--- src/rtl/safety_seq_consts.svh ---
// Constants for the safety test judgment sequencer: register map, fields, timing.
// Assumes a 20 MHz system clock and an AHB-Lite register bus with 32-bit data.
`ifndef SAFETY_SEQ_CONSTS_SVH
`define SAFETY_SEQ_CONSTS_SVH

// ****************************************
// Register byte offsets
// ****************************************
`define OFS_CONTROL      8'h00
`define OFS_ARC_LIMIT    8'h04
`define OFS_PASS_HOLD    8'h08
`define OFS_TEST_TIME    8'h0C
`define OFS_CONTACT      8'h10
`define OFS_STATUS       8'h14
`define OFS_RESULT       8'h18
`define OFS_OFFSET       8'h1C

// ****************************************
// Control register fields
// ****************************************
`define CTL_FUNC_LSB     0
`define CTL_ARC_LSB      2
`define CTL_SPEED_LSB    4
`define CTL_STOPM_LSB    6
`define CTL_MAXHOLD_BIT  8
`define CTL_HOLDINF_BIT  9
`define CTL_AUTO_BIT     10
`define CTL_OFFSET_BIT   11
`define CTL_VARIANT_BIT  12
`define CTL_WIDTH        13

// ****************************************
// Limits in 1 uA steps, durations in 0.1 s ticks
// ****************************************
`define ARC_MIN_UA       20'h003E8
`define ARC_ACW_LO_UA    20'h13880
`define ARC_ACW_HI_UA    20'h30D40
`define ARC_DCW_LO_UA    20'h04E20
`define ARC_DCW_HI_UA    20'h09C40
`define TIME_MAX_TICKS   14'h270F
`define EARLY_TICKS      14'h0003

// ****************************************
// Timing
// ****************************************
`define CLK_HZ           20000000
`define TICK_MS          100
`define TICK_CYCLES      ((`CLK_HZ / 1000) * `TICK_MS)
`define ARC_FAST_CYC     8'h02
`define ARC_NORM_CYC     8'h0A
`define ARC_SLOW_CYC     8'h28

`endif

--- src/rtl/safety_seq_pkg.sv ---
// Types for the safety test judgment sequencer.
// Assumes the constants header is included by the design files.
package safety_seq_pkg;
  typedef enum logic [1:0] {FN_ACW, FN_DCW, FN_IR, FN_GB} test_func_t;
  typedef enum logic [1:0] {ARC_OFF, ARC_CONT, ARC_STOP, ARC_RSVD} arc_mode_t;
  typedef enum logic [1:0] {SPD_FAST, SPD_NORMAL, SPD_SLOW, SPD_RSVD} arc_speed_t;
  typedef enum logic [1:0] {IRM_STOP_FAIL, IRM_STOP_PASS, IRM_TIMER, IRM_RSVD} stop_mode_t;
  typedef enum {ST_IDLE, ST_CONTACT, ST_TEST, ST_OFFSET, ST_PASS_HOLD, ST_DONE} seq_state_t;
endpackage : safety_seq_pkg

--- src/rtl/arc_width_filter.sv ---
// Arc width qualifier: flags an arc when the over-threshold run reaches the speed width.
// Assumes arc_over is synchronous to clk and already compares current against the limit.
`include "safety_seq_consts.svh"
`timescale 1ns/1ps
`default_nettype none
module arc_width_filter (
  // Clock and reset
  input  wire logic                      clk,
  input  wire logic                      reset_n,
  input  wire logic                      clk_en,
  // Arc input
  input  wire logic                      enable,
  input  wire logic                      arc_over,
  input  wire safety_seq_pkg::arc_speed_t speed,
  // Qualified arc
  output logic                           arc_hit
);
  logic [7:0] run_r;
  logic [7:0] run_nxt;
  wire  [7:0] width_need;

  // Fast catches the narrowest spike, slow tolerates the widest
  assign width_need = (speed == safety_seq_pkg::SPD_FAST) ? `ARC_FAST_CYC :
                      (speed == safety_seq_pkg::SPD_SLOW) ? `ARC_SLOW_CYC :
                                                            `ARC_NORM_CYC;
  assign run_nxt    = (!enable || !arc_over) ? 8'h00 :
                      (run_r == width_need)   ? run_r : run_r + 8'h01;
  assign arc_hit    = enable && (run_r == width_need);

  always_ff @(posedge clk or negedge reset_n) begin
    if (!reset_n)
      run_r <= 8'h00;
    else if (clk_en)
      run_r <= run_nxt;
  end
endmodule : arc_width_filter
`default_nettype wire

--- src/rtl/safety_seq.sv ---
// Test sequencing and PASS/FAIL judgment for a high-voltage safety tester.
// Assumes AHB-Lite registers, measurements synchronous to a 20 MHz clk.
// How it works
// - Arc mode is off, continue or stop.
// - Continue mode records arcs, test runs on.
// - Stop mode ends the test on arc.
// - Arc detection only in AC/DC withstand.
// - Arc limit writable only while arc enabled.
// - AC arc limit 1 to 80 or 200 mA.
// - DC arc limit 1 to 20 or 40 mA.
// - Arc width: fast, normal or slow.
// - Max hold reports largest current or resistance.
// - Held maximum replaced only by larger value.
// - PASS held for programmed hold time.
// - Stop key ends pass hold at once.
// - Indefinite hold keeps PASS until stop.
// - Pass hold ignored in automatic sequence.
// - Insulation stop-on-fail judges FAIL from 0.3 s.
// - Insulation stop-on-pass judges PASS from 0.3 s.
// - Insulation timer mode runs full test time.
// - Short circuit fails immediately, even timer mode.
// - Stop modes apply to insulation tests only.
// - Offset run with leads removed stores offset.
// - Ground bond counts contact delay, then test.
`include "safety_seq_consts.svh"
`timescale 1ns/1ps
`default_nettype none
// Tick length in clocks; a bench may shorten it to reach timed verdicts
module safety_seq #(parameter int TICK_LEN = `TICK_CYCLES) (
  // Clock and reset
  input  wire logic        clk,
  input  wire logic        reset_n,
  input  wire logic        clk_en,
  // AHB-Lite slave
  input  wire logic        hsel,
  input  wire logic [7:0]  haddr,
  input  wire logic [1:0]  htrans,
  input  wire logic        hwrite,
  input  wire logic [2:0]  hsize,
  input  wire logic [31:0] hwdata,
  input  wire logic        hready,
  output logic             hreadyout,
  output logic             hresp,
  output logic [31:0]      hrdata,
  // Front panel keys
  input  wire logic        start_key,
  input  wire logic        stop_key,
  // Analog front end
  input  wire logic [19:0] meas_value,
  input  wire logic        meas_valid,
  input  wire logic        meas_fail,
  input  wire logic        meas_short,
  input  wire logic [19:0] arc_current,
  // Judgment outputs
  output logic             test_active,
  output logic             pass_ind,
  output logic             fail_ind,
  output logic             arc_seen,
  output logic [19:0]      shown_value
);
  // ****************************************
  // Registers and state
  // ****************************************
  logic [`CTL_WIDTH-1:0]    ctl_r;
  logic [19:0]              arc_lim_r;
  logic [13:0]              hold_set_r;
  logic [13:0]              time_set_r;
  logic [13:0]              contact_set_r;
  logic [19:0]              offset_r;
  logic [19:0]              shown_r;
  logic                     pass_r;
  logic                     fail_r;
  logic                     arc_r;
  logic [13:0]              ticks_r;
  logic [21:0]              div_r;
  safety_seq_pkg::seq_state_t state_r;
  safety_seq_pkg::seq_state_t state_nxt;
  logic                     ph_we_r;
  logic [7:0]               ph_addr_r;

  // ****************************************
  // Configuration decode
  // ****************************************
  wire safety_seq_pkg::test_func_t func  =
    safety_seq_pkg::test_func_t'(ctl_r[`CTL_FUNC_LSB +: 2]);
  wire safety_seq_pkg::arc_mode_t  arcm  =
    safety_seq_pkg::arc_mode_t'(ctl_r[`CTL_ARC_LSB +: 2]);
  wire safety_seq_pkg::arc_speed_t speed =
    safety_seq_pkg::arc_speed_t'(ctl_r[`CTL_SPEED_LSB +: 2]);
  wire safety_seq_pkg::stop_mode_t stopm =
    safety_seq_pkg::stop_mode_t'(ctl_r[`CTL_STOPM_LSB +: 2]);
  wire max_hold  = ctl_r[`CTL_MAXHOLD_BIT];
  wire hold_inf  = ctl_r[`CTL_HOLDINF_BIT];
  wire auto_seq  = ctl_r[`CTL_AUTO_BIT];
  wire offset_en = ctl_r[`CTL_OFFSET_BIT];
  wire hi_power  = ctl_r[`CTL_VARIANT_BIT];

  wire withstand = (func == safety_seq_pkg::FN_ACW) || (func == safety_seq_pkg::FN_DCW);
  wire is_ir     = (func == safety_seq_pkg::FN_IR);
  wire arc_on    = withstand && (arcm == safety_seq_pkg::ARC_CONT ||
                                 arcm == safety_seq_pkg::ARC_STOP);

  // Arc limit bounds per function and power variant
  wire [19:0] arc_max = (func == safety_seq_pkg::FN_ACW) ?
                        (hi_power ? `ARC_ACW_HI_UA : `ARC_ACW_LO_UA) :
                        (hi_power ? `ARC_DCW_HI_UA : `ARC_DCW_LO_UA);

  // ****************************************
  // Tick base
  // ****************************************
  wire tick = (div_r == 22'(TICK_LEN - 1));

  // ****************************************
  // Arc qualification
  // ****************************************
  wire arc_hit;
  arc_width_filter arc_width_filter_inst (
    .clk      (clk),
    .reset_n  (reset_n),
    .clk_en   (clk_en),
    .enable   (arc_on && state_r == safety_seq_pkg::ST_TEST),
    .arc_over (arc_current > arc_lim_r),
    .speed    (speed),
    .arc_hit  (arc_hit)
  );

  // ****************************************
  // Judgment decode
  // ****************************************
  wire in_test    = (state_r == safety_seq_pkg::ST_TEST);
  wire time_up    = (ticks_r >= time_set_r); // Whole ticks elapsed, not one extra
  wire early_ok   = is_ir && (ticks_r >= `EARLY_TICKS);
  wire fail_early = meas_valid && meas_fail && (!is_ir || stopm == safety_seq_pkg::IRM_STOP_FAIL)
                    && (!is_ir || early_ok);
  wire pass_early = early_ok && meas_valid && !meas_fail &&
                    (stopm == safety_seq_pkg::IRM_STOP_PASS);
  wire arc_stop   = arc_hit && (arcm == safety_seq_pkg::ARC_STOP);
  wire short_fail = in_test && meas_short;
  wire do_fail    = in_test && (fail_early || arc_stop || short_fail ||
                                (time_up && meas_fail));
  wire do_pass    = in_test && !do_fail && (pass_early || (time_up && !meas_fail));
  wire hold_used  = !auto_seq && (hold_inf || hold_set_r != 14'h0000);
  wire hold_end   = stop_key || (!hold_inf && ticks_r >= hold_set_r);
  wire larger     = meas_valid && (meas_value > shown_r);

  // ****************************************
  // Sequencer
  // ****************************************
  always_comb begin
    state_nxt = state_r;
    case (state_r)
      safety_seq_pkg::ST_IDLE, safety_seq_pkg::ST_DONE: begin
        if (start_key && is_ir && offset_en)
          state_nxt = safety_seq_pkg::ST_OFFSET;
        else if (start_key && func == safety_seq_pkg::FN_GB)
          state_nxt = safety_seq_pkg::ST_CONTACT;
        else if (start_key)
          state_nxt = safety_seq_pkg::ST_TEST;
      end
      safety_seq_pkg::ST_CONTACT: begin
        if (stop_key)
          state_nxt = safety_seq_pkg::ST_DONE;
        else if (ticks_r >= contact_set_r)
          state_nxt = safety_seq_pkg::ST_TEST;
      end
      safety_seq_pkg::ST_TEST: begin
        if (stop_key || do_fail)
          state_nxt = safety_seq_pkg::ST_DONE;
        else if (do_pass)
          state_nxt = hold_used ? safety_seq_pkg::ST_PASS_HOLD : safety_seq_pkg::ST_DONE;
      end
      safety_seq_pkg::ST_OFFSET: begin
        if (meas_valid || stop_key)
          state_nxt = safety_seq_pkg::ST_DONE;
      end
      safety_seq_pkg::ST_PASS_HOLD: begin
        if (hold_end)
          state_nxt = safety_seq_pkg::ST_DONE;
      end
      default: state_nxt = safety_seq_pkg::ST_IDLE;
    endcase
  end

  wire state_chg = (state_nxt != state_r);
  wire starting  = state_chg && (state_r == safety_seq_pkg::ST_IDLE ||
                                 state_r == safety_seq_pkg::ST_DONE);

  always_ff @(posedge clk or negedge reset_n) begin
    if (!reset_n) begin
      state_r <= safety_seq_pkg::ST_IDLE;
      div_r   <= 22'h000000;
      ticks_r <= 14'h0000;
    end else if (clk_en) begin
      state_r <= state_nxt;
      div_r   <= (state_chg || tick) ? 22'h000000 : div_r + 22'h000001;
      if (state_chg)
        ticks_r <= 14'h0000;
      else if (tick && ticks_r != `TIME_MAX_TICKS)
        ticks_r <= ticks_r + 14'h0001;
    end
  end

  // ****************************************
  // Verdicts, arc flag, displayed value
  // ****************************************
  always_ff @(posedge clk or negedge reset_n) begin
    if (!reset_n) begin
      pass_r  <= 1'b0;
      fail_r  <= 1'b0;
      arc_r   <= 1'b0;
      shown_r <= 20'h00000;
    end else if (clk_en) begin
      if (starting) begin
        pass_r  <= 1'b0;
        fail_r  <= 1'b0;
        arc_r   <= 1'b0;
        shown_r <= 20'h00000;
      end else begin
        if (do_fail)
          fail_r <= 1'b1;
        if (do_pass)
          pass_r <= 1'b1;
        else if (state_r == safety_seq_pkg::ST_PASS_HOLD && hold_end)
          pass_r <= 1'b0;
        if (arc_hit)
          arc_r <= 1'b1;
        if (in_test && (max_hold ? larger : meas_valid))
          shown_r <= meas_value;
      end
    end
  end

  // Offset captured from the lead-free measurement
  always_ff @(posedge clk or negedge reset_n) begin
    if (!reset_n)
      offset_r <= 20'h00000;
    else if (clk_en && state_r == safety_seq_pkg::ST_OFFSET && meas_valid)
      offset_r <= meas_value;
  end

  // ****************************************
  // AHB-Lite slave, zero wait states
  // ****************************************
  wire take  = hsel && hready && htrans[1];
  wire wr_ok = ph_we_r && clk_en;
  wire [19:0] arc_wdata = hwdata[19:0];
  wire arc_wr_ok = arc_on && (arc_wdata >= `ARC_MIN_UA) && (arc_wdata <= arc_max);

  always_ff @(posedge clk or negedge reset_n) begin
    if (!reset_n) begin
      ph_we_r   <= 1'b0;
      ph_addr_r <= 8'h00;
    end else if (clk_en) begin
      ph_we_r   <= take && hwrite;
      ph_addr_r <= haddr;
    end
  end

  always_ff @(posedge clk or negedge reset_n) begin
    if (!reset_n) begin
      ctl_r         <= '0;
      arc_lim_r     <= `ARC_MIN_UA;
      hold_set_r    <= 14'h0000;
      time_set_r    <= 14'h000A;
      contact_set_r <= 14'h0000;
    end else if (wr_ok) begin
      case (ph_addr_r)
        `OFS_CONTROL:   ctl_r         <= hwdata[`CTL_WIDTH-1:0];
        `OFS_ARC_LIMIT: if (arc_wr_ok) arc_lim_r <= arc_wdata;
        `OFS_PASS_HOLD: hold_set_r    <= (hwdata[13:0] > `TIME_MAX_TICKS) ?
                                         `TIME_MAX_TICKS : hwdata[13:0];
        `OFS_TEST_TIME: time_set_r    <= (hwdata[13:0] > `TIME_MAX_TICKS) ?
                                         `TIME_MAX_TICKS : hwdata[13:0];
        `OFS_CONTACT:   contact_set_r <= (hwdata[13:0] > `TIME_MAX_TICKS) ?
                                         `TIME_MAX_TICKS : hwdata[13:0];
        default: ;
      endcase
    end
  end

  // Read data is combinational from the address-phase register
  always_comb begin
    case (ph_addr_r)
      `OFS_CONTROL:   hrdata = {19'h00000, ctl_r};
      `OFS_ARC_LIMIT: hrdata = {12'h000, arc_lim_r};
      `OFS_PASS_HOLD: hrdata = {18'h00000, hold_set_r};
      `OFS_TEST_TIME: hrdata = {18'h00000, time_set_r};
      `OFS_CONTACT:   hrdata = {18'h00000, contact_set_r};
      `OFS_STATUS:    hrdata = {11'h000, 3'(state_r), ticks_r, arc_r, fail_r, pass_r,
                                test_active};
      `OFS_RESULT:    hrdata = {12'h000, shown_r};
      `OFS_OFFSET:    hrdata = {12'h000, offset_r};
      default:        hrdata = 32'h00000000;
    endcase
  end

  assign hreadyout   = 1'b1;
  assign hresp       = 1'b0;
  assign test_active = (state_r == safety_seq_pkg::ST_CONTACT) || in_test ||
                       (state_r == safety_seq_pkg::ST_OFFSET);
  assign pass_ind    = pass_r;
  assign fail_ind    = fail_r;
  assign arc_seen    = arc_r;
  assign shown_value = shown_r;
endmodule : safety_seq
`default_nettype wire

--- config.mk ---
export PLATFORM = sky130hd
export DESIGN_NAME = safety_seq
export DESIGN_NICKNAME = d
export VERILOG_FILES = /design/src/rtl/safety_seq_pkg.sv /design/src/rtl/arc_width_filter.sv /design/src/rtl/safety_seq.sv
export VERILOG_INCLUDE_DIRS = /design/src /design/src/rtl
export SDC_FILE = /design/constraint.sdc
export NUM_CORES = 1
export LEC_CHECK = 0
export BUFFER_PORTS_ARGS = -buffer_cell sky130_fd_sc_hd__buf_2
export CORE_MARGIN = 3
export CORE_UTILIZATION = 50
export CTS_CLUSTER_DIAMETER = 200
export DETAILED_ROUTE_END_ITERATION = 16
export GPL_TIMING_DRIVEN = 0
export MAX_ROUTING_LAYER = met4
export PLACE_DENSITY_LB_ADDON = 0.08
export SYNTH_ARGS = -nofsm -noshare
export SYNTH_HDL_FRONTEND = slang
export SYNTH_HIERARCHICAL = 1
export SYNTH_SLANG_ARGS = --single-unit
--- constraint.sdc ---
create_clock -name clk -period 3.37 [get_ports clk]
set_input_delay 0.337 -clock clk [delete_from_list [all_inputs] [get_ports clk]]
set_output_delay 0.337 -clock clk [all_outputs]
set_load 0.01 [all_outputs]
Word-level counts from Yosys, hierarchy flattened
Cells that the tools add are included.
{"block": "totals", "reg_bits": 203, "in_bits": 96, "output_inout_bits": 58}
{"block": "classes", "add_sub_neg": 3, "n_lt_le_gt_ge": 9, "n_eq_ne": 29, "mux": 33, "reduce_logical": 83}
{"op": "$mux W32", "n": 9}
{"op": "$pmux W21 S8", "n": 1}
{"op": "$pmux W32 S5", "n": 1}
{"op": "$eq A32 B3 Y1 const B", "n": 4}
{"op": "$eq A32 B2 Y1 const B", "n": 3}
{"op": "$eq A32 B4 Y1 const B", "n": 2}
{"op": "$logic_not A32 Y1", "n": 2}
{"op": "$ge A14 B14 Y1", "n": 3}
{"op": "$mux W14", "n": 3}
{"op": "$gt A20 B20 Y1", "n": 2}
{"op": "$mux W20", "n": 2}
{"op": "$mux W18", "n": 2}
{"op": "$logic_and A1 B1 Y1", "n": 35}
{"op": "$eq A32 B1 Y1 const B", "n": 1}
{"op": "$eq A8 B5 Y1 const B", "n": 4}
{"op": "$ne A32 B32 Y1", "n": 1}
{"op": "$mux W8", "n": 3}
{"op": "$add A22 B1 Y22 const B", "n": 1}
{"op": "$eq A22 B21 Y1 const B", "n": 1}
{"op": "$mux W22", "n": 1}
{"op": "$ge A20 B10 Y1 const B", "n": 1}
{"op": "$le A20 B18 Y1", "n": 1}
{"op": "$reduce_and A2 Y1", "n": 10}
{"op": "$logic_or A1 B1 Y1", "n": 17}
{"op": "other kinds (22)", "n": 47}

Longest topological paths before layout
Gate-level depths: netlist of run 1.
{"block": "logic_depth", "ltp_word": 20, "depth_mapped": 13}

Modules after synthesis
Netlist of run 1, hierarchy kept.
{"mod": "safety_seq", "instances": 1, "cells_each": 1325, "area_each_um2": 12189.2}
{"mod": "arc_width_filter", "instances": 1, "cells_each": 60, "area_each_um2": 543.0}

Worst setup path before layout of run 1
No wires, ideal clock.
{"block": "synth_path", "path_type": "reg-to-reg", "from": "register ctl_r[1]", "to": "register arc_lim_r[13]", "setup_time_ns": 0.116, "arrival_ns": 2.604, "t_required_ns": 3.254, "slack_ns": 0.650, "stages_incl_launch_ff": 14, "period_less_slack_ns": 2.720, "cell_sequence": "dfrtp_1 > or2_2 > inv_1 > ha_1 > inv_1 > ha_1 > o21a_1 > o21a_1 > o21ai_0 > a21o_1 > clkbuf_1 > clkbuf_1 > nand4_1 > o311ai_0"}
{"block": "synth_via", "elab_chain_cells": 6, "elab_cells_between_ends": 9}
{"item": "from (decl)", "line_no": "safety_seq.sv:64", "text": "logic [`CTL_WIDTH-1:0] ctl_r;"}
{"item": "from (signal assigned)", "line_no": "safety_seq.sv:268", "text": "`OFS_CONTROL: ctl_r <= hwdata[`CTL_WIDTH-1:0];"}
{"item": "parallel branches: the longest is 4 deep, another holds $le A20 B18 Y1"}
{"item": "$logic_and A1 B1 Y1 (*)", "line_no": "safety_seq.sv:247", "text": "wire arc_wr_ok = arc_on && (arc_wdata >= `ARC_MIN_UA) && (arc_wdata <= arc_max);"}
{"item": "$reduce_and A3 Y1 (no line) (*)"}
{"item": "to (signal assigned)", "line_no": "safety_seq.sv:262", "text": "arc_lim_r <= `ARC_MIN_UA;"}
{"item": "to (signal assigned)", "line_no": "safety_seq.sv:269", "text": "`OFS_ARC_LIMIT: if (arc_wr_ok) arc_lim_r <= arc_wdata;"}
{"item": "to (decl)", "line_no": "safety_seq.sv:65", "text": "logic [19:0] arc_lim_r;"}
Every way passes the cells marked *.
A chain may end at the register's enable or synchronous reset.

Final worst setup path of run 1
{"block": "layout_path", "from": "register ph_addr_r[5]", "to": "output hrdata[3]"}
{"block": "layout_via", "elab_chain_cells": 2, "elab_cells_between_ends": 9}
{"item": "from (decl)", "line_no": "safety_seq.sv:79", "text": "logic [7:0] ph_addr_r;"}
{"item": "from (signal assigned)", "line_no": "safety_seq.sv:255", "text": "ph_addr_r <= haddr;"}
{"item": "$eq A8 B5 Y1, or another cell as far along", "line_no": "safety_seq.sv:283", "text": "case (ph_addr_r)"}
{"item": "$pmux W21 S8 (*)", "line_no": "safety_seq.sv:283"}
{"item": "to (decl)", "line_no": "safety_seq.sv:44", "text": "output logic [31:0] hrdata,"}
Mark *: on every way between the ends. The rest lies on a longest branch, timed or not.

==> results.md, run 1 <==
STA:
- The ratio of final minimum period to clock period is 0.970.
- Derived from the worst setup path, the maximum achievable clock frequency is 306 MHz.
- Clock skew on the completed layout was measured at around 0.021 ns.
- The accumulated negative setup slack is 0 ns.
- The number of failing hold endpoints at the final stage came to 0.
- The worst-margin pin slew is about 0.74 ns.
- The setup slack of the critical path after layout is 0.101 ns.
- The shortest clock period the worst path allows after layout is 3.27 ns.
- The final setup violation count is 0.
- Final hold analysis gives a worst-case slack of about 0.049 ns.
- The worst-case headroom to the max-slew limit is 0.510.
- The max-slew violation count came to 0.

Global route:
- The number of global-route vias before repair came to between 10000 and 15000.
- The initial antenna violation count was 0.
- Entering global routing, the biggest net connects approximately 110 pins.
- The first global-routing pass estimated 64.0 mm of wire.
- The overflow left after global routing is 0.
- The global-route total usage across every layer is 0.313.

Detailed routing:
- The first TritonRoute pass finished after 8 iterations.
- The count of nets left with antenna violations once routing finished came out at 0.
- In the routed layout, each cell is associated on average with a via count of 6.20.
- The final wirelength is 41.6 mm.
- The initial detailed-routing violation count is 1325.
- The detailed router placed around 12000 vias in this run.
- The routed wire length per instance is 22.1 um.
- After detailed routing, the number of remaining DRC violations is 0.

Setup path:
- In this run the worst path has a maximum fanout of 10.
- The data required time of the critical path is 3.03 ns.
- The type of origin of the critical path is a flip-flop.
- The setup path with the least slack is of type flip-flop to primary output.
- The arrival time at the worst endpoint is a little under 3 ns.
- The setup check on the worst reg-to-reg path leaves a slack of 0.22 ns.
- The depth of the worst register-to-register path is 12.
- STA classifies the critical path endpoint as a primary output.

Logic synthesis:
- The share of synthesized area in the top cell type comes to 0.383.
- Yosys printed 6 warnings.
- In this run, distinct cell masters in the synthesized netlist total 79.
- The total of flip-flops plus latches after synthesis is between 200 and 250.
- Counting flops with an async set or reset pin after synthesis yields a share of 1.00.
- After synthesis the cells add up to 12700 um^2.
- The sequential cell area fraction in the yosys report is 0.400.
- The average instance in the mapped netlist occupies 9.19 um^2.
- The number of flops mapped to enable cells by yosys is 0.
- In the synthesized netlist the dominant register cell turns out to be sky130_fd_sc_hd__dfrtp_1.
- Synthesis produced around 1400 cells.
- Ranked by total cell area, the synthesized netlist is headed by sky130_fd_sc_hd__dfrtp_1 (38%), sky130_fd_sc_hd__ha_1 (10%), sky130_fd_sc_hd__o21ai_0 (3.9%).
- The most area-hungry cell type in the Yosys netlist is sky130_fd_sc_hd__dfrtp_1.

Place:
- After legalization and detailed placement, the total HPWL measured 31.6 mm.
- Routability-driven placement finished with a final weighted congestion of 0.988.
- The count of buffers added on input and output ports is 123.
- The worst setup slack after placement is -1.03 ns.

Die:
- The area of the die is 27400 um^2.
- The die is around 170 um tall.
- The floorplan has 57 rows.
- ~150 I/O pins were placed.
- The region available for standard cell placement spans 24700 um^2.
- For this configuration, the core starts out at a cell density of 0.516.
- The die outline width is 166 um.

Layout:
- The net count of the finished layout is around 1700.
- 0 antenna diodes ended up in the layout.
- Compared with the post-synthesis result, the final layout area differs by 16.8%.
- The share of cells above drive strength 1 is 0.187.
- The final standard cell utilization of the core is 0.602.

Clocking:
- At the later pin of the worst-skew pair, clock insertion delay measures 0.53 ns.
- After clock tree synthesis, the clock-pin slew on the worst setup and hold paths is 0.06 ns.
- The maximum clock insertion buffer count is 3.
- The root buffer cell chosen for the clock tree is sky130_fd_sc_hd__clkbuf_16.
- TritonCTS built the clock tree.
- The number of sinks on the clock net is 203.
- The maximum level of the CTS H-tree is 1.
- The total CTS buffers is 24.

Run:
- The number of max-capacitance violations reported is 0.

Min path:
- The worst hold path cell count is 2.
- The worst hold path belongs to the class input port to flip-flop.

Power and ir drop:
- The worst vdd rail ir drop is 0.445 mV.
- The analysis attributes to cell leakage a power of about 6.8 nW.
- For this design the ratio of total power to cell area is 498 nW/um^2.
- Summing internal, switching and leakage power gives 0.00740 W.

Run status:
- The run finished with clean final reports.
-- sequential cells by signal, indices dropped and copies added, names as in the netlist, 14 cells and up --
name,count
ticks_r,14
contact_set_r,14
hold_set_r,14
div_r,22
offset_r,20
arc_lim_r,20
time_set_r,14
shown_value,20
state_r,32
-- metrics by stage --
step / instances / instance area [um^2]
floorplan: 1396 / 12800
global placement: 1843 / 13800
detailed placement: 1844 / 13800
CTS: 1890 / 14800
global route: 1887 / 14900
finish: 1887 / 14900
-- kinds of logic after synthesis --
| kind of cell | Yosys count | share of synthesized area |
|---|---|---|
| AO/OA/AOI/OAI | 399 | 0.210 |
| XOR/XNOR | 21 | 0.0144 |
| adder cells (fa/ha/maj) | 102 | 0.100 |
| buffers and inverters | 195 | 0.0650 |
| flip-flops | 203 | 0.400 |
| multiplexers | 43 | 0.0378 |
| other | 2 | 0.000590 |
| AND/OR/NAND/NOR | 420 | 0.172 |
-- layout make-up --
| cell class | instances | area [um^2] |
|---|---|---|
| inverter | 108 | 405 |
| tap | 324 | 405 |
| timing repair buffer | 126 | 671 |
| buffer | 84 | 433 |
| multi-input combinational | 998 | 6960 |
| clock buffer | 32 | 712 |
| sequential | 203 | 5090 |
| clock inverter | 12 | 191 |
| fill | 2225 | 9810 |
-- where the power goes --
group / leakage, nW / total [W] / internal [W] / switching [W]
sequential: 2.68 / 0.00300 / 0.00268 / 0.000323
combinational: 3.69 / 0.00146 / 0.000593 / 0.000868
clock: 0.447 / 0.00293 / 0.00186 / 0.00107
total: 6.82 / 0.00740 / 0.00514 / 0.00226
-- per-layer routing --
layer  track usage  vias up  wire, um
met1         0.433     5667     17900
met3        0.0611      109      3720
li1              -     5410         -
met2         0.467      507     18600
met5             -        -         0
met4        0.0972        0      1440
-- placed cells by master, fill, tap and decap left out, types with 14 or more instances in the layout --
master	instances
sky130_fd_sc_hd__ha_1	102
sky130_fd_sc_hd__a22oi_1	55
sky130_fd_sc_hd__and3_1	26
sky130_fd_sc_hd__buf_2	128
sky130_fd_sc_hd__clkbuf_1	45
sky130_fd_sc_hd__nand4_1	59
sky130_fd_sc_hd__nor2_1	54
sky130_fd_sc_hd__a21oi_1	83
sky130_fd_sc_hd__clkbuf_16	25
sky130_fd_sc_hd__nor4_1	18
sky130_fd_sc_hd__a21boi_0	30
sky130_fd_sc_hd__o21ai_0	98
sky130_fd_sc_hd__dfrtp_1	195
sky130_fd_sc_hd__xnor2_1	14
sky130_fd_sc_hd__buf_4	14
sky130_fd_sc_hd__mux2_2	41
sky130_fd_sc_hd__o211ai_1	16
sky130_fd_sc_hd__inv_1	108
sky130_fd_sc_hd__nand3_1	58
sky130_fd_sc_hd__nor3_1	19
sky130_fd_sc_hd__nand2_1	105
-- worst paths after layout --
check                               from         endpoint
max reg2reg                     ctl_r[1]    arc_lim_r[17]
max                         ph_addr_r[5]        hrdata[3]
min                             haddr[5]     ph_addr_r[5]
max in group asynchronous        reset_n        div_r[10]
min reg2reg                time_set_r[1]    time_set_r[1]
min in group asynchronous        reset_n  shown_value[16]
-- cell usage after synthesis (6+ instances only) --
cell type	n
sky130_fd_sc_hd__dfrtp_1	195
sky130_fd_sc_hd__inv_1	108
sky130_fd_sc_hd__nand2_1	105
sky130_fd_sc_hd__ha_1	102
sky130_fd_sc_hd__o21ai_0	98
sky130_fd_sc_hd__a21oi_1	84
sky130_fd_sc_hd__nand3_1	60
sky130_fd_sc_hd__clkbuf_1	59
sky130_fd_sc_hd__nand4_1	59
sky130_fd_sc_hd__nor2_1	58
sky130_fd_sc_hd__a22oi_1	55
sky130_fd_sc_hd__mux2_2	41
sky130_fd_sc_hd__a21boi_0	31
sky130_fd_sc_hd__nor3_1	27
sky130_fd_sc_hd__and3_1	26
sky130_fd_sc_hd__nor4_1	18
sky130_fd_sc_hd__o211ai_1	16
sky130_fd_sc_hd__o311ai_0	14
sky130_fd_sc_hd__xnor2_1	14
sky130_fd_sc_hd__buf_4	13
sky130_fd_sc_hd__a21o_1	11
sky130_fd_sc_hd__nand2b_1	11
sky130_fd_sc_hd__o21a_1	11
sky130_fd_sc_hd__and4_1	9
sky130_fd_sc_hd__nor2b_1	9
sky130_fd_sc_hd__dfstp_2	8
sky130_fd_sc_hd__and2_1	7
sky130_fd_sc_hd__buf_2	7
sky130_fd_sc_hd__o22ai_1	7
sky130_fd_sc_hd__xor2_1	7
sky130_fd_sc_hd__a221oi_1	6
sky130_fd_sc_hd__a22o_1	6
sky130_fd_sc_hd__o221ai_1	6
sky130_fd_sc_hd__o2bb2ai_1	6
sky130_fd_sc_hd__o311ai_1	6
sky130_fd_sc_hd__or2_2	6
-- worst max-delay path, cell delays in order (launching register included) --
cell and delay, ns:
sky130_fd_sc_hd__dfrtp_1 0.39, sky130_fd_sc_hd__nor3_2 0.34, sky130_fd_sc_hd__nand2b_1 0.23, sky130_fd_sc_hd__nor3_4 0.50, sky130_fd_sc_hd__clkbuf_2 0.40, sky130_fd_sc_hd__a22oi_1 0.20, sky130_fd_sc_hd__nand4_1 0.19, sky130_fd_sc_hd__buf_2 0.16
-- repair_timing --
action / in CTS / in global routing
gates resized for setup: 17 / 30
pin swaps: 1 / 0
endpoints found under the setup margin: 112 / 113
setup buffers: 1 / 0
hold buffers: 1 / 0
hold endpoints to repair: 93 / 0
No activity file was read; power rests on OpenSTA's default activity.
==> run 2, diff against run 1 <==
--- a/config.mk
+++ b/config.mk
@@ -9,6 +9,7 @@
 export BUFFER_PORTS_ARGS = -buffer_cell sky130_fd_sc_hd__buf_2
 export CORE_MARGIN = 3
 export CORE_UTILIZATION = 50
+export CTS_BUF_LIST = sky130_fd_sc_hd__clkbuf_16
 export CTS_CLUSTER_DIAMETER = 200
 export DETAILED_ROUTE_END_ITERATION = 16
 export GPL_TIMING_DRIVEN = 0
==> constraint.sdc (replaced) <==
create_clock -name clk -period 3.37 [get_ports clk]
set_input_delay 0.674 -clock clk [delete_from_list [all_inputs] [get_ports clk]]
set_output_delay 0.674 -clock clk [all_outputs]
set_load 0.01 [all_outputs]
==> run 2 against run 1 <==
Global-route usage increased by 0.11 points. Maximum frequency fell by 1.9%. Hold slack better by 0.11 ns. Combinational power is essentially flat. Flip-flop and latch count did not move. Power decreased by 1.7%. Critical path depth grew 1. Critical path type unchanged. Largest power group unchanged.
==> results.md, run 2 (synthesized netlist as in run 1, its figures left out) <==
Die:
- The area of the core came to 24700 um^2 (unchanged).
- The I/O pin total is 154 (unchanged).
- The placement row count came to 57 (unchanged).
- The initial core utilization came to 0.516 (unchanged).
- The area of the die came to 27400 um^2 (unchanged).
- The vertical die dimension is 166 um (unchanged).
- The die outline width came to 166 um (unchanged).

STA:
- The maximum clock rate is 300 MHz (-1.9%).
- The max-slew violation count came to 0 (unchanged).
- The shortest clock period the worst path allows after layout was 3.33 ns (+0.0642 ns).
- The ratio of final minimum period to clock period is 0.989 (+0.0190).
- The post-route clock skew is 0.0193 ns (-0.00166 ns).
- The number of failing hold endpoints at the final stage was 0 (unchanged).
- The worst-case headroom to the max-slew limit came to 0.512 (+0.00249).
- The final setup violation count is 0 (unchanged).
- The worst-margin pin slew is 0.732 ns (-0.00373 ns).
- The smallest hold slack is 0.163 ns (+0.114 ns).
- The accumulated negative setup slack was 0 ns (unchanged).

Detailed routing:
- The via count of the routed design is 11800 (+0.78%).
- The number of remaining DRC errors is 0 (unchanged).
- The initial detailed-routing violation count is 1240 (-6.4%).
- The number of nets still failing antenna checks after routing is 0 (unchanged).
- The routed wire length per instance is 22.1 um (+0.10%).
- The number of vias per cell after detailed routing is 6.23 (+0.62%).
- The number of search-and-repair iterations in the first detailed-routing pass is 8 (unchanged).
- The final wirelength is 41.7 mm (+0.26%).

Clocking:
- The clock root buffer is sky130_fd_sc_hd__clkbuf_16.
- TritonCTS built the clock tree.
- The insertion delay to the later sink of the worst-skew pair is 0.53 ns (about the same).
- The maximum clock insertion buffer count is 3 (unchanged).
- The clock slew at the register clock pins of the worst setup and hold paths is 0.06 ns (about the same).
- The number of sinks on the clock net is 203 (unchanged).
- The maximum level of the CTS H-tree came to 1 (unchanged).
- The number of hold-repair buffers added at the cts stage was 0 (-1).
- The total CTS buffers is 24 (unchanged).

Global route:
- The number of global-route vias before repair came to 11100 (+0.43%).
- The initial antenna violation count is 0 (unchanged).
- The maximum number of pins on one net before global-route repair came to 111 (unchanged).
- The overflow left after global routing is 0 (unchanged).
- The global-route total usage across every layer is 0.314 (+0.00113).
- The wire length of the first global-routing pass was 64.2 mm (+0.35%).

Layout:
- Counting flops per register, the top entry is state_r.
- In the layout the commonest cells are sky130_fd_sc_hd__dfrtp_1 (195), sky130_fd_sc_hd__buf_2 (127), sky130_fd_sc_hd__inv_1 (109).
- The growth of design area from synthesis to finish is 17.2%.
- In the final layout, the registers with the most flip-flops are state_r x32, div_r x22.
- The area of all placed cells without fillers is 14900 um^2 (+0.39%).
- The flip-flop count of the largest register, all copies and words added was 32 (unchanged).
- The number of diodes added for antenna fixing was 0 (unchanged).
- The share of cells above drive strength 1 is 0.190 (+0.00283).
- The total number of nets in the final design was 1746 (+0.17%).
- Leaving out fill and tap cells, the most frequent cell in the layout is sky130_fd_sc_hd__dfrtp_1.

Min path:
- The worst hold path belongs to the class input port to asynchronous set/reset pin.

Setup path:
- The combined buffer and inverter count along the critical path is 3 (+1).
- The highest cell delay on the worst timing path came to 0.42 ns (-0.08 ns).
- Traced cell by cell, the critical path runs through nor3_4, nand3_2, nor2_4, buf_4, clkbuf_4, a22oi_1, nand3_1, buf_2.
- Among cell families on the critical path, the largest total delay comes from simple AND/OR/NAND/NOR gates.
- The worst setup path is of the flip-flop to primary output kind.
- The critical-path maximum fanout came to 10 (unchanged).
- On the critical path, the stage with the largest delay is an instance of sky130_fd_sc_hd__dfrtp_1.
- STA classifies the critical path endpoint as a primary output.
- The data required time of the critical path was 2.70 ns (-0.33 ns).
- The type of origin of the critical path is a flip-flop.
- The arrival time at the worst endpoint is 2.66 ns (-0.27 ns).

Run status:
- The flow ran to the end, and the final reports show no timing, DRC or antenna violations.

Place:
- The area after detailed placement is 13800 um^2 (unchanged).
- The post-detailed-placement half-perimeter wirelength is 31.6 mm (unchanged).
- The port buffer count was 123 (unchanged).
- The final estimated routing congestion in global placement is 0.988 (unchanged).

Power and ir drop:
- The leakage power total is 6.85 nW (+0.47%).
- The ratio of total power to cell area was 487 nW/um^2 (-2.1%).
- The worst vdd rail ir drop is 0.370 mV (-17%).
- The total power draw is 0.00727 W (-1.7%).

Run:
- The number of max-capacitance violations reported came to 0 (unchanged).
[run 2: final timing paths]
path / startpoint / end / slack (ns) / cells after the start
worst max-delay path: ph_addr_r[6] / hrdata[4] / 0.04 / 8
min in group clk: haddr[5] / ph_addr_r[5] / 0.38 / 2
worst max register to register: state_r[22] / shown_value[12] / 0.22 / 13
max in group asynchronous: reset_n / div_r[18] / 2.17 / 2
worst min register to register: offset_r[13] / offset_r[13] / 0.51 / 1
worst min-delay path: reset_n / shown_value[16] / 0.16 / 1
[run 2: final cells by class]
| cell class | count | area, um^2 |
|---|---|---|
| clock inverter | 19 | 218 |
| buffer | 84 | 453 |
| timing repair buffer | 129 | 691 |
| fill | 2215 | 9750 |
| clock buffer | 25 | 626 |
| tap | 324 | 405 |
| sequential | 203 | 5090 |
| multi-input combinational | 998 | 7040 |
| inverter | 108 | 405 |
[run 2: per-stage QoR]
step | worst slack [ns] | util | std cells
detailed placement | -1.03 | 0.561 | 1844
global placement | -1.88 | 0.559 | 1843
CTS | -0.000514 | 0.600 | 1890
global route | -0.0646 | 0.605 | 1890
finish | 0.0365 | 0.605 | 1890
floorplan | 0.601 | - | 1396
[run 2: worst register-to-register path, cell delays in order, from the launching register on]
cell and delay, ns:
sky130_fd_sc_hd__dfrtp_1 0.37, sky130_fd_sc_hd__nor4_1 0.36, sky130_fd_sc_hd__nand4_1 0.24, sky130_fd_sc_hd__nor2_4 0.23, sky130_fd_sc_hd__nand3_2 0.21, sky130_fd_sc_hd__nor3_4 0.23
sky130_fd_sc_hd__a21boi_4 0.30, sky130_fd_sc_hd__a21oi_1 0.20, sky130_fd_sc_hd__nand3_2 0.16, sky130_fd_sc_hd__o32ai_4 0.15, sky130_fd_sc_hd__nor4_4 0.16, sky130_fd_sc_hd__buf_4 0.19
sky130_fd_sc_hd__buf_6 0.17, sky130_fd_sc_hd__a21oi_1 0.06
[run 2: power by group]
part	total, W	internal [W]	switching [W]
sequential	0.00301	0.00268	0.000327
clock	0.00278	0.00172	0.00106
combinational	0.00148	0.000602	0.000877
[run 2: per-layer routing]
metal | share of wire | vias to the layer above | global-route usage
met3 | 0.091 | 123 | 0.0639
met4 | 0.034 | 0 | 0.0998
met5 | 0 | - | -
met2 | 0.45 | 552 | 0.469
li1 | - | 5419 | -
met1 | 0.43 | 5690 | 0.432
[run 2: repair_timing]
item	4_1_cts	5_1_grt
resized for setup	37	32
pin swaps	2	4
setup endpoints to repair	112	110
setup buffers	2	3
